--- config.mk ---
export PLATFORM = sky130hd
export DESIGN_NAME = eii_top
export DESIGN_NICKNAME = d
export VERILOG_FILES = /design/src/core/eii_pkg.sv /design/src/core/eii_top.sv /design/src/core/eii_sampler.sv
export SDC_FILE = /design/constraint.sdc
export NUM_CORES = 1
export LEC_CHECK = 0
export BUFFER_PORTS_ARGS = -buffer_cell sky130_fd_sc_hd__buf_2
export CORE_MARGIN = 5
export CORE_UTILIZATION = 50
export DETAILED_ROUTE_END_ITERATION = 10
export GPL_TIMING_DRIVEN = 0
export PLACE_DENSITY = 0.87
export SETUP_SLACK_MARGIN = 0.2
export SLEW_MARGIN = 20
export SYNTH_ARGS = -nofsm -noshare
export SYNTH_HDL_FRONTEND = slang
export SYNTH_SLANG_ARGS = --single-unit
--- constraint.sdc ---
create_clock -name CLK_I -period 3.23 [get_ports CLK_I]
set_clock_uncertainty 0.05 [all_clocks]
set_input_delay 0.323 -clock CLK_I [delete_from_list [all_inputs] [get_ports CLK_I]]
set_output_delay 0.323 -clock CLK_I [all_outputs]
set_load 0.02 [all_outputs]
--- src/core/eii_pkg.sv ---
package eii_pkg;

    // Register indices; the AXI4-Lite byte address is four times the index
    localparam logic [7:0] EII_PWR_CTRL_OFS = 8'h87;
    localparam logic [7:0] EII_TIC_OFS      = 8'h88;
    localparam logic [7:0] EII_IEN_OFS      = 8'hA8;

    // Field positions
    localparam int EII_TRIG_SEL_BIT = 0;
    localparam int EII_REQ_FLAG_BIT = 1;
    localparam int EII_IDLE_BIT     = 0;
    localparam int EII_PDOWN_BIT    = 1;
    localparam int EII_EXT_EN_BIT   = 0;
    localparam int EII_GLB_EN_BIT   = 7;

    // Reset values
    localparam logic [7:0] EII_TIC_RST  = 8'h00;
    localparam logic [7:0] EII_PWR_RST  = 8'h00;
    localparam logic [7:0] EII_IEN_RST  = 8'h00;

    // Machine cycle length in CPU clocks
    localparam int EII_MC_CLKS = 6;

    // AXI response codes
    localparam logic [1:0] EII_RESP_OKAY   = 2'h0;
    localparam logic [1:0] EII_RESP_SLVERR = 2'h2;

    typedef struct packed {
        logic trig_sel;
        logic ext_en;
        logic glb_en;
    } eii_ctrl_t;

endpackage

--- src/core/eii_top.sv ---
`timescale 1ns/1ps
// Behaviour
// [RQ1] Trigger select 0: low pin requests
// [RQ2] Trigger select 1: high then low sets flag
// [RQ3] Pin sampled once per machine cycle
// [RQ4] Source holds each level six clocks
// [RQ5] Edge mode: source holds high, low cycle
// [RQ6] Edge mode: vectoring clears the flag
// [RQ7] Level mode: source holds low until taken
// [RQ8] Level mode: still low re-requests after service
// [RQ9] Level mode: flag follows pin level
// [RQ10] Enabled request wakes idle or power-down
// [RQ11] Timer control at 88h, bits 0/1
// [RQ12] Power control at 87h, idle/power-down bits
// [RQ13] Unimplemented bits: never write ones
// [RQ14] Forward only with both enables set
module eii_top
    import eii_pkg::*;
#(
    parameter int MC_CLKS = EII_MC_CLKS
) (
    input  wire logic        CLK_I,
    input  wire logic        RSTN_I,
    input  wire logic        CE_I,
    input  wire logic        EXT_INT_PIN_I,
    input  wire logic        INT_ACK_I,
    output logic             INT_REQ_O,
    output logic             IDLE_O,
    output logic             POWER_DOWN_O,
    output logic             WAKE_O,
    input  wire logic [9:0]  S_AXI_AWADDR_I,
    input  wire logic        S_AXI_AWVALID_I,
    output logic             S_AXI_AWREADY_O,
    input  wire logic [31:0] S_AXI_WDATA_I,
    input  wire logic [3:0]  S_AXI_WSTRB_I,
    input  wire logic        S_AXI_WVALID_I,
    output logic             S_AXI_WREADY_O,
    output logic [1:0]       S_AXI_BRESP_O,
    output logic             S_AXI_BVALID_O,
    input  wire logic        S_AXI_BREADY_I,
    input  wire logic [9:0]  S_AXI_ARADDR_I,
    input  wire logic        S_AXI_ARVALID_I,
    output logic             S_AXI_ARREADY_O,
    output logic [31:0]      S_AXI_RDATA_O,
    output logic [1:0]       S_AXI_RRESP_O,
    output logic             S_AXI_RVALID_O,
    input  wire logic        S_AXI_RREADY_I
);
    eii_ctrl_t  ctrl_q;
    logic       req_flag_q;
    logic       idle_q;
    logic       pdown_q;
    logic [7:0] pwr_gp_q;
    logic       tick;
    logic       smp_q;
    logic       prev_q;
    logic       fall_det;

    ////////////////////////////////////////////////////////////////
    // Pin sampler
    eii_sampler #(
        .MC_CLKS (MC_CLKS)
    ) u_sampler (
        .clk_i    (CLK_I),
        .rstn_i   (RSTN_I),
        .ce_i     (CE_I),
        .pin_i    (EXT_INT_PIN_I),
        .tick_o   (tick),
        .smp_q_o  (smp_q),
        .prev_q_o (prev_q)
    );

    // Edge seen between the last sample and the pin at this tick; the source must give a full cycle each side
    assign fall_det = tick && smp_q && !EXT_INT_PIN_I; // RQ2 RQ5

    ////////////////////////////////////////////////////////////////
    // AXI4-Lite write channel: address and data taken in either order
    logic       aw_held_q;
    logic       w_held_q;
    logic [9:0] aw_addr_q;
    logic [7:0] w_data_q;
    logic       w_strb_q;
    logic       wr_fire;
    logic       bvalid_q;
    logic [1:0] bresp_q;

    // Ready only while enabled, so a frozen block never claims a handshake
    assign S_AXI_AWREADY_O = CE_I && !aw_held_q && !bvalid_q;
    assign S_AXI_WREADY_O  = CE_I && !w_held_q && !bvalid_q;
    assign wr_fire         = CE_I && aw_held_q && w_held_q && !bvalid_q;
    assign S_AXI_BVALID_O  = bvalid_q;
    assign S_AXI_BRESP_O   = bresp_q;

    always_ff @(posedge CLK_I or negedge RSTN_I) begin
        if (!RSTN_I) begin
            aw_held_q <= 1'b0;
            w_held_q  <= 1'b0;
            aw_addr_q <= 10'h000;
            w_data_q  <= 8'h00;
            w_strb_q  <= 1'b0;
        end else if (CE_I) begin
            if (S_AXI_AWVALID_I && S_AXI_AWREADY_O) begin
                aw_held_q <= 1'b1;
                aw_addr_q <= S_AXI_AWADDR_I;
            end else if (wr_fire) begin
                aw_held_q <= 1'b0;
            end
            if (S_AXI_WVALID_I && S_AXI_WREADY_O) begin
                w_held_q <= 1'b1;
                w_data_q <= S_AXI_WDATA_I[7:0];
                w_strb_q <= S_AXI_WSTRB_I[0];
            end else if (wr_fire) begin
                w_held_q <= 1'b0;
            end
        end
    end

    always_ff @(posedge CLK_I or negedge RSTN_I) begin
        if (!RSTN_I) begin
            bvalid_q <= 1'b0;
            bresp_q  <= EII_RESP_OKAY;
        end else if (CE_I) begin
            if (wr_fire) begin
                bvalid_q <= 1'b1;
                bresp_q  <= (aw_addr_q[9:2] == EII_TIC_OFS ||
                             aw_addr_q[9:2] == EII_PWR_CTRL_OFS ||
                             aw_addr_q[9:2] == EII_IEN_OFS)
                            ? EII_RESP_OKAY : EII_RESP_SLVERR;
            end else if (S_AXI_BREADY_I) begin
                bvalid_q <= 1'b0;
            end
        end
    end

    // Word decode; the low two address bits are ignored
    logic wr_tic;
    logic wr_pwr;
    logic wr_ien;
    assign wr_tic = wr_fire && w_strb_q && aw_addr_q[9:2] == EII_TIC_OFS;      // RQ11
    assign wr_pwr = wr_fire && w_strb_q && aw_addr_q[9:2] == EII_PWR_CTRL_OFS; // RQ12
    assign wr_ien = wr_fire && w_strb_q && aw_addr_q[9:2] == EII_IEN_OFS;

    ////////////////////////////////////////////////////////////////
    // Control bits
    always_ff @(posedge CLK_I or negedge RSTN_I) begin
        if (!RSTN_I) begin
            ctrl_q <= '0;
        end else if (CE_I) begin
            if (wr_tic) begin
                ctrl_q.trig_sel <= w_data_q[EII_TRIG_SEL_BIT]; // RQ11
            end
            if (wr_ien) begin
                ctrl_q.ext_en <= w_data_q[EII_EXT_EN_BIT];
                ctrl_q.glb_en <= w_data_q[EII_GLB_EN_BIT];
            end
        end
    end

    ////////////////////////////////////////////////////////////////
    // Request flag
    always_ff @(posedge CLK_I or negedge RSTN_I) begin
        if (!RSTN_I) begin
            req_flag_q <= 1'b0;
        end else if (CE_I) begin
            if (!ctrl_q.trig_sel) begin
                if (tick) begin
                    req_flag_q <= !EXT_INT_PIN_I; // RQ1 RQ9 RQ8
                end
            end else if (fall_det) begin
                req_flag_q <= 1'b1; // RQ2
            end else if (INT_ACK_I) begin
                req_flag_q <= 1'b0; // RQ6
            end else if (wr_tic) begin
                req_flag_q <= w_data_q[EII_REQ_FLAG_BIT];
            end
        end
    end

    assign INT_REQ_O = req_flag_q && ctrl_q.ext_en && ctrl_q.glb_en; // RQ14

    ////////////////////////////////////////////////////////////////
    // Power control; an enabled request ends idle or power-down
    always_ff @(posedge CLK_I or negedge RSTN_I) begin
        if (!RSTN_I) begin
            idle_q   <= 1'b0;
            pdown_q  <= 1'b0;
            pwr_gp_q <= EII_PWR_RST;
        end else if (CE_I) begin
            if (INT_REQ_O) begin
                idle_q  <= 1'b0; // RQ10
                pdown_q <= 1'b0; // RQ10
            end else if (wr_pwr) begin
                idle_q  <= w_data_q[EII_IDLE_BIT];  // RQ12
                pdown_q <= w_data_q[EII_PDOWN_BIT]; // RQ12
            end
            if (wr_pwr) begin
                pwr_gp_q <= w_data_q;
            end
        end
    end

    assign IDLE_O       = idle_q;
    assign POWER_DOWN_O = pdown_q;
    assign WAKE_O       = INT_REQ_O && (idle_q || pdown_q); // RQ10

    ////////////////////////////////////////////////////////////////
    // AXI4-Lite read channel
    logic        rvalid_q;
    logic [31:0] rdata_q;
    logic [1:0]  rresp_q;

    assign S_AXI_ARREADY_O = CE_I && !rvalid_q;
    assign S_AXI_RVALID_O  = rvalid_q;
    assign S_AXI_RDATA_O   = rdata_q;
    assign S_AXI_RRESP_O   = rresp_q;

    always_ff @(posedge CLK_I or negedge RSTN_I) begin
        if (!RSTN_I) begin
            rvalid_q <= 1'b0;
            rdata_q  <= 32'h0000_0000;
            rresp_q  <= EII_RESP_OKAY;
        end else if (CE_I) begin
            if (S_AXI_ARVALID_I && S_AXI_ARREADY_O) begin
                rvalid_q <= 1'b1;
                rresp_q  <= EII_RESP_OKAY;
                // Unimplemented bits read as zero, software must not rely on it
                if (S_AXI_ARADDR_I[9:2] == EII_TIC_OFS) begin
                    rdata_q <= {30'h0, req_flag_q, ctrl_q.trig_sel}; // RQ11 RQ13
                end else if (S_AXI_ARADDR_I[9:2] == EII_PWR_CTRL_OFS) begin
                    rdata_q <= {24'h0, pwr_gp_q[7:2], pdown_q, idle_q}; // RQ12
                end else if (S_AXI_ARADDR_I[9:2] == EII_IEN_OFS) begin
                    rdata_q <= {24'h0, ctrl_q.glb_en, 6'h00, ctrl_q.ext_en};
                end else begin
                    rdata_q <= 32'h0000_0000;
                    rresp_q <= EII_RESP_SLVERR;
                end
            end else if (S_AXI_RREADY_I) begin
                rvalid_q <= 1'b0;
            end
        end
    end

    ////////////////////////////////////////////////////////////////
    a_level_tracks : assert property (@(posedge CLK_I) disable iff (!RSTN_I) // RQ9
        (tick && !ctrl_q.trig_sel && !INT_ACK_I) |=> (req_flag_q == !$past(EXT_INT_PIN_I)))
        else $error("level flag does not track pin");
    a_edge_sets : assert property (@(posedge CLK_I) disable iff (!RSTN_I) // RQ2
        (fall_det && ctrl_q.trig_sel) |=> req_flag_q)
        else $error("falling edge did not set flag");
    a_edge_ack_clr : assert property (@(posedge CLK_I) disable iff (!RSTN_I) // RQ6
        (CE_I && ctrl_q.trig_sel && INT_ACK_I && !fall_det) |=> !req_flag_q)
        else $error("vectoring did not clear edge flag");
    a_fwd_gated : assert property (@(posedge CLK_I) disable iff (!RSTN_I) // RQ14
        INT_REQ_O |-> (ctrl_q.ext_en && ctrl_q.glb_en && req_flag_q))
        else $error("request forwarded while disabled");
    a_wake_clears : assert property (@(posedge CLK_I) disable iff (!RSTN_I) // RQ10
        (CE_I && WAKE_O) |=> (!idle_q && !pdown_q))
        else $error("enabled request did not wake");
    a_level_rereq : assert property (@(posedge CLK_I) disable iff (!RSTN_I) // RQ8
        (!ctrl_q.trig_sel && !EXT_INT_PIN_I && tick) ##1 (!ctrl_q.trig_sel) |-> req_flag_q)
        else $error("held low pin gave no request");
    a_low_request : assert property (@(posedge CLK_I) disable iff (!RSTN_I) // RQ1
        (!ctrl_q.trig_sel && tick && EXT_INT_PIN_I) |=> !req_flag_q)
        else $error("high pin left a level request");
    a_tic_readback : assert property (@(posedge CLK_I) disable iff (!RSTN_I) // RQ11
        wr_tic |=> (ctrl_q.trig_sel == $past(w_data_q[0])))
        else $error("trigger select write lost");
    a_level_at_tick : assert property (@(posedge CLK_I) disable iff (!RSTN_I) // RQ3
        (!ctrl_q.trig_sel && !tick && !wr_tic) |=> $stable(req_flag_q))
        else $error("level flag moved between samples");
    a_edge_holds : assert property (@(posedge CLK_I) disable iff (!RSTN_I) // RQ6
        (ctrl_q.trig_sel && req_flag_q && !(CE_I && INT_ACK_I) && !wr_tic) |=> req_flag_q)
        else $error("edge flag lost without vectoring");
    a_edge_no_set : assert property (@(posedge CLK_I) disable iff (!RSTN_I) // RQ2
        (ctrl_q.trig_sel && !req_flag_q && !fall_det && !wr_tic) |=> !req_flag_q)
        else $error("edge flag set without a fall");
    a_sample_take : assert property (@(posedge CLK_I) disable iff (!RSTN_I) // RQ3
        tick |=> (smp_q == $past(EXT_INT_PIN_I)))
        else $error("pin sample not taken at tick");
    a_sample_pair : assert property (@(posedge CLK_I) disable iff (!RSTN_I) // RQ2
        tick |=> (prev_q == $past(smp_q)))
        else $error("sample pair not shifted");
    a_wake_only_sleep : assert property (@(posedge CLK_I) disable iff (!RSTN_I) // RQ10
        WAKE_O |-> (idle_q || pdown_q))
        else $error("wake while running");
    a_idle_write : assert property (@(posedge CLK_I) disable iff (!RSTN_I) // RQ12
        (wr_pwr && !INT_REQ_O) |=> (idle_q == $past(w_data_q[EII_IDLE_BIT])))
        else $error("idle request write lost");
    a_pdown_write : assert property (@(posedge CLK_I) disable iff (!RSTN_I) // RQ12
        (wr_pwr && !INT_REQ_O) |=> (pdown_q == $past(w_data_q[EII_PDOWN_BIT])))
        else $error("power-down request write lost");

    ////////////////////////////////////////////////////////////////
    // Clock enable freezes every piece of state
    a_freeze_flag : assert property (@(posedge CLK_I) disable iff (!RSTN_I)
        !CE_I |=> $stable(req_flag_q))
        else $error("flag moved while frozen");
    a_freeze_ctrl : assert property (@(posedge CLK_I) disable iff (!RSTN_I)
        !CE_I |=> $stable(ctrl_q))
        else $error("control moved while frozen");
    a_freeze_pwr : assert property (@(posedge CLK_I) disable iff (!RSTN_I)
        !CE_I |=> ($stable(idle_q) && $stable(pdown_q)))
        else $error("power bits moved while frozen");

    ////////////////////////////////////////////////////////////////
    // Bus handshakes: answers stand until taken
    a_bvalid_holds : assert property (@(posedge CLK_I) disable iff (!RSTN_I)
        (bvalid_q && !(CE_I && S_AXI_BREADY_I)) |=> (bvalid_q && $stable(bresp_q)))
        else $error("write response dropped early");
    a_rvalid_holds : assert property (@(posedge CLK_I) disable iff (!RSTN_I)
        (rvalid_q && !(CE_I && S_AXI_RREADY_I)) |=> (rvalid_q && $stable(rdata_q)))
        else $error("read data dropped early");
    a_ar_refused : assert property (@(posedge CLK_I) disable iff (!RSTN_I)
        rvalid_q |-> !S_AXI_ARREADY_O)
        else $error("read address taken while busy");
    a_aw_refused : assert property (@(posedge CLK_I) disable iff (!RSTN_I)
        (aw_held_q || bvalid_q) |-> !S_AXI_AWREADY_O)
        else $error("write address taken while busy");
    a_w_refused : assert property (@(posedge CLK_I) disable iff (!RSTN_I)
        (w_held_q || bvalid_q) |-> !S_AXI_WREADY_O)
        else $error("write data taken while busy");
    a_wr_resp_next : assert property (@(posedge CLK_I) disable iff (!RSTN_I)
        wr_fire |=> bvalid_q)
        else $error("write response late");
    a_rd_resp_next : assert property (@(posedge CLK_I) disable iff (!RSTN_I)
        (S_AXI_ARVALID_I && S_AXI_ARREADY_O) |=> rvalid_q)
        else $error("read response late");
    a_rd_upper_zero : assert property (@(posedge CLK_I) disable iff (!RSTN_I) // RQ13
        rvalid_q |-> (rdata_q[31:8] == 24'h000000))
        else $error("unused read lanes not zero");

    ////////////////////////////////////////////////////////////////
    // Independent count of clocks between samples
    logic [3:0] gap_q;

    always_ff @(posedge CLK_I or negedge RSTN_I) begin
        if (!RSTN_I) begin
            gap_q <= 4'h0;
        end else if (CE_I) begin
            if (tick) begin
                gap_q <= 4'h0;
            end else begin
                gap_q <= gap_q + 4'h1;
            end
        end
    end

    a_tick_spacing : assert property (@(posedge CLK_I) disable iff (!RSTN_I) // RQ3
        tick |-> (gap_q == 4'(MC_CLKS - 1)))
        else $error("sample spacing is not one machine cycle");
endmodule

--- src/core/eii_sampler.sv ---
`timescale 1ns/1ps
module eii_sampler
    import eii_pkg::*;
#(
    parameter int MC_CLKS = EII_MC_CLKS
) (
    input  wire logic clk_i,
    input  wire logic rstn_i,
    input  wire logic ce_i,
    input  wire logic pin_i,
    output logic      tick_o,
    output logic      smp_q_o,
    output logic      prev_q_o
);
    logic [3:0] cnt_q;

    ////////////////////////////////////////////////////////////////
    // One sample per machine cycle; pin held 6 clocks is always caught
    always_ff @(posedge clk_i or negedge rstn_i) begin
        if (!rstn_i) begin
            cnt_q <= 4'h0;
        end else if (ce_i) begin
            if (cnt_q == 4'(MC_CLKS - 1)) begin
                cnt_q <= 4'h0;
            end else begin
                cnt_q <= cnt_q + 4'h1;
            end
        end
    end

    assign tick_o = ce_i && (cnt_q == 4'(MC_CLKS - 1)); // RQ3

    // Idle level high so no false edge right after reset
    always_ff @(posedge clk_i or negedge rstn_i) begin
        if (!rstn_i) begin
            smp_q_o  <= 1'b1;
            prev_q_o <= 1'b1;
        end else if (tick_o) begin
            smp_q_o  <= pin_i; // RQ3
            prev_q_o <= smp_q_o;
        end
    end

    a_one_sample_mc : assert property (@(posedge clk_i) disable iff (!rstn_i) // RQ3
        tick_o |=> !tick_o [*5])
        else $error("sample taken twice within a machine cycle");
endmodule

==> summary.txt <==
Clock network
  – Post-CTS Setup Inserts: 0
  – PostCTS Resize Cnt: 0
  – CTS Buffer Depth: 2
  – Worst-path clk slew: 0.09 ns
  – # clock sinks: 48
  – CTS tree: built
  – CTS Hold Bufs: 0
  – CTS Buf Count: 5
  – Worst skew pair latency: 0.30 ns
  – Root Driver: clkbuf_8
  – # H-tree levels: 2

STA
  – Worst-Margin Slew: 0.6365 ns
  – Min Hold Slack: -0.03271 ns
  – Tcrit/Tclk final: 53.57%
  – Hold Fails Final Rpt: 47
  – Achievable Freq: 577.9 MHz
  – Slew Limit Fails: 0
  – Setup_tns: 0 ns
  – Finish-stage setup viols: 0
  – Tmin final: 1.730 ns
  – RSZ-0062 raised after global routing: false
  – Relative slew slack: 56.97%

Drt
  – Mean number of vias per cell: 4.960
  – Routed WL per cell: 13.66 µm
  – Wirelength, routed: 4495 µm
  – First-pass DRT Iterations: 4
  – Vias: 1632
  – DRC: 0
  – First DRT Iteration DRCs: 61
  – Post-route antenna net violation count: 0

Worst setup path
  – Critical path type: reg2reg
  – Highest net fanout along the worst path: 8
  – CP arrival: 1.88 ns
  – Crit end category: flip-flop
  – Worst path required time: 3.38 ns
  – Worst setup SP type: flip-flop

GRT
  – First-pass GRT wire length: 7672 µm
  – Initial antenna violation count: 0
  – Pin count of the biggest net entering global routing: 49
  – GRT Total Usage: 15.44%
  – Vias in the first global route: 1686
  – Overflow after GRT: 0

Finish
  – Synth-to-layout area growth: 23.21%
  – Diode count: 0
  – Net count, final: 342
  – Commonest non-fill, non-tap cell in the layout: buf_2
  – Layout Cells excl Fill: 329
  – Most frequent cells in the layout: 54 x buf_2, 47 x dfrtp_1, 28 x mux2_2
  – Fraction of layout cells with a size suffix above 1: 45.49%

Die
  – Die Wd: 78.10 µm
  – CORE AREA: 0.004414 mm²
  – Die Span Y: 78.10 µm
  – Boundary Pins: 111
  – Rows: 24
  – Effective utilization at floorplan: 52.52%
  – Full die area: 0.006099 mm²

Synthesis
  – Synth Register Bits: 48
  – Post-synth EDFFs: 0
  – Largest area contributor in the netlist: dfrtp_1
  – Synthesized area: 0.002318 mm²
  – Syn. warnings: 0
  – Primary FF master, synth: dfrtp_1
  – Async SR Flop Fraction: 100.0%
  – Synth cell types: 43
  – Share of the synthesized area in the top cell type: 50.73%
  – Seq/Total Area, Yosys: 51.86%
  – Syn avg cell area: 12.14 µm²
  – Post-Synthesis Cells: 191
  – Top cells by area, synth: dfrtp_1 51%, mux2_2 14%, buf_4 8.4%

Place
  – DP Cell Count: 321
  – HPWL Detailed: 3520 µm
  – Number of buffers added on ports: 53
  – GPL Wtd Cong: 0.7730

Pwr
  – Switching portion of total power: 30.56%
  – PD cells: 640.2 mW/mm²
  – Logic pwr share: 25.3%
  – Static leakage: 1.480 nW
  – Switching power: 0.5588 mW
  – Int Pwr: 1.270 mW
  – Worst vdd ir: 477.0 µV
  – Clock power share: 23.5%
  – Part of the power in registers: 51.2%

Status
  – Failing checks: negative hold slack
  – Status: finished with violations

Flow run
  – Max-cap viol count: 0

Worst hold path
  – Min-delay worst type: in2async
==> layer usage <==
| layer | vias to the layer above | track usage [%] | routed length, µm |
|---|---|---|---|
| li1 | 795 | - | - |
| met1 | 772 | 18.07 | 1831 |
| met2 | 57 | 26.16 | 2173 |
| met5 | - | 0 | 0 |
| met3 | 8 | 4.805 | 410 |
| met4 | 0 | 6.419 | 79 |
==> power by group through the flow <==
stage | combinational (mW) | clock (mW) | sequential, mW
6_report | 0.462 | 0.430 | 0.937
5_1_grt | 0.513 | 0.461 | 0.966
4_1_cts | 0.468 | 0.438 | 0.937
3_5_place_dp | 0.466 | 0 | 0.949
3_3_place_gp | 0.449 | 0 | 0.935
2_1_floorplan | 0.349 | 0 | 0.923
==> through the flow <==
stage / hold WS [ns] / cell area, µm² / worst slack [ns] / util (%) / power [mW]
finish: -0.03271 / 2856 / 1.500 / 64.71 / 1.829
floorplan: -0.02259 / 2412 / 1.404 / - / 1.272
global placement: 0.4104 / 2743 / 1.542 / 62.13 / 1.384
global route: 0.03111 / 2856 / 1.384 / 64.71 / 1.940
detailed placement: 0.4154 / 2743 / 1.503 / 62.13 / 1.415
CTS: 0.1850 / 2854 / 1.498 / 64.65 / 1.843
==> critical path, cell delays in order, from the launching register on <==
cell and delay [ns]:
dfrtp_1 0.43, nor4bb_4 0.38, nand4_2 0.32, a21boi_1 0.25
a22o_1 0.21
==> worst paths after layout <==
kind	from	to	slack [ns]	cells past startpoint
max in group asynchronous	RSTN_I	u_sampler.cnt_q[3]	2.76	1
min reg2reg	S_AXI_RDATA_O[0]	S_AXI_RDATA_O[0]	0.43	2
min in group CLK_I	S_AXI_AWADDR_I[9]	aw_addr_q[9]	0.20	2
max reg2reg	aw_addr_q[6]	POWER_DOWN_O	1.50	4
max	aw_addr_q[6]	POWER_DOWN_O	1.50	4
min	RSTN_I	S_AXI_RDATA_O[4]	-0.03	1
==> flip-flops by register name, summed over array words and instances (netlist names), 3 cells and up <==
signal and cells:
pwr_gp_q 6, ctrl_q 3, w_data_q 8, aw_addr_q 8, S_AXI_RDATA_O 8, u_sampler.cnt_q 4
==> cell type report <==
type	count	area, µm²
clock inverter	3	42.54
multi-input combinational	137	993.5
fill	353	1558
inverter	1	3.754
timing repair buffer	53	267.8
sequential	48	1202
tap	52	65.06
buffer	30	212.7
clock buffer	5	68.82
==> Yosys cell counts (3+ instances only) <==
cell type / instances
dfrtp_1: 47
mux2_2: 28
buf_4: 26
nand2_1: 15
a22o_1: 7
nor2_1: 6
nand2b_1: 5
nor2b_1: 5
o21ai_0: 5
a21o_1: 3
a22oi_1: 3
nand4_1: 3
==> cells by family after synthesis <==
| kind of cell | share of synthesized area, % |
|---|---|
| mux | 14.03 |
| flops | 51.86 |
| compound gates | 7.879 |
| xor+xnor | 0.7557 |
| buf+inv | 9.336 |
| simple gates | 15.97 |
| other cells | 0.1617 |
No activity file was read; power rests on OpenSTA's default activity.
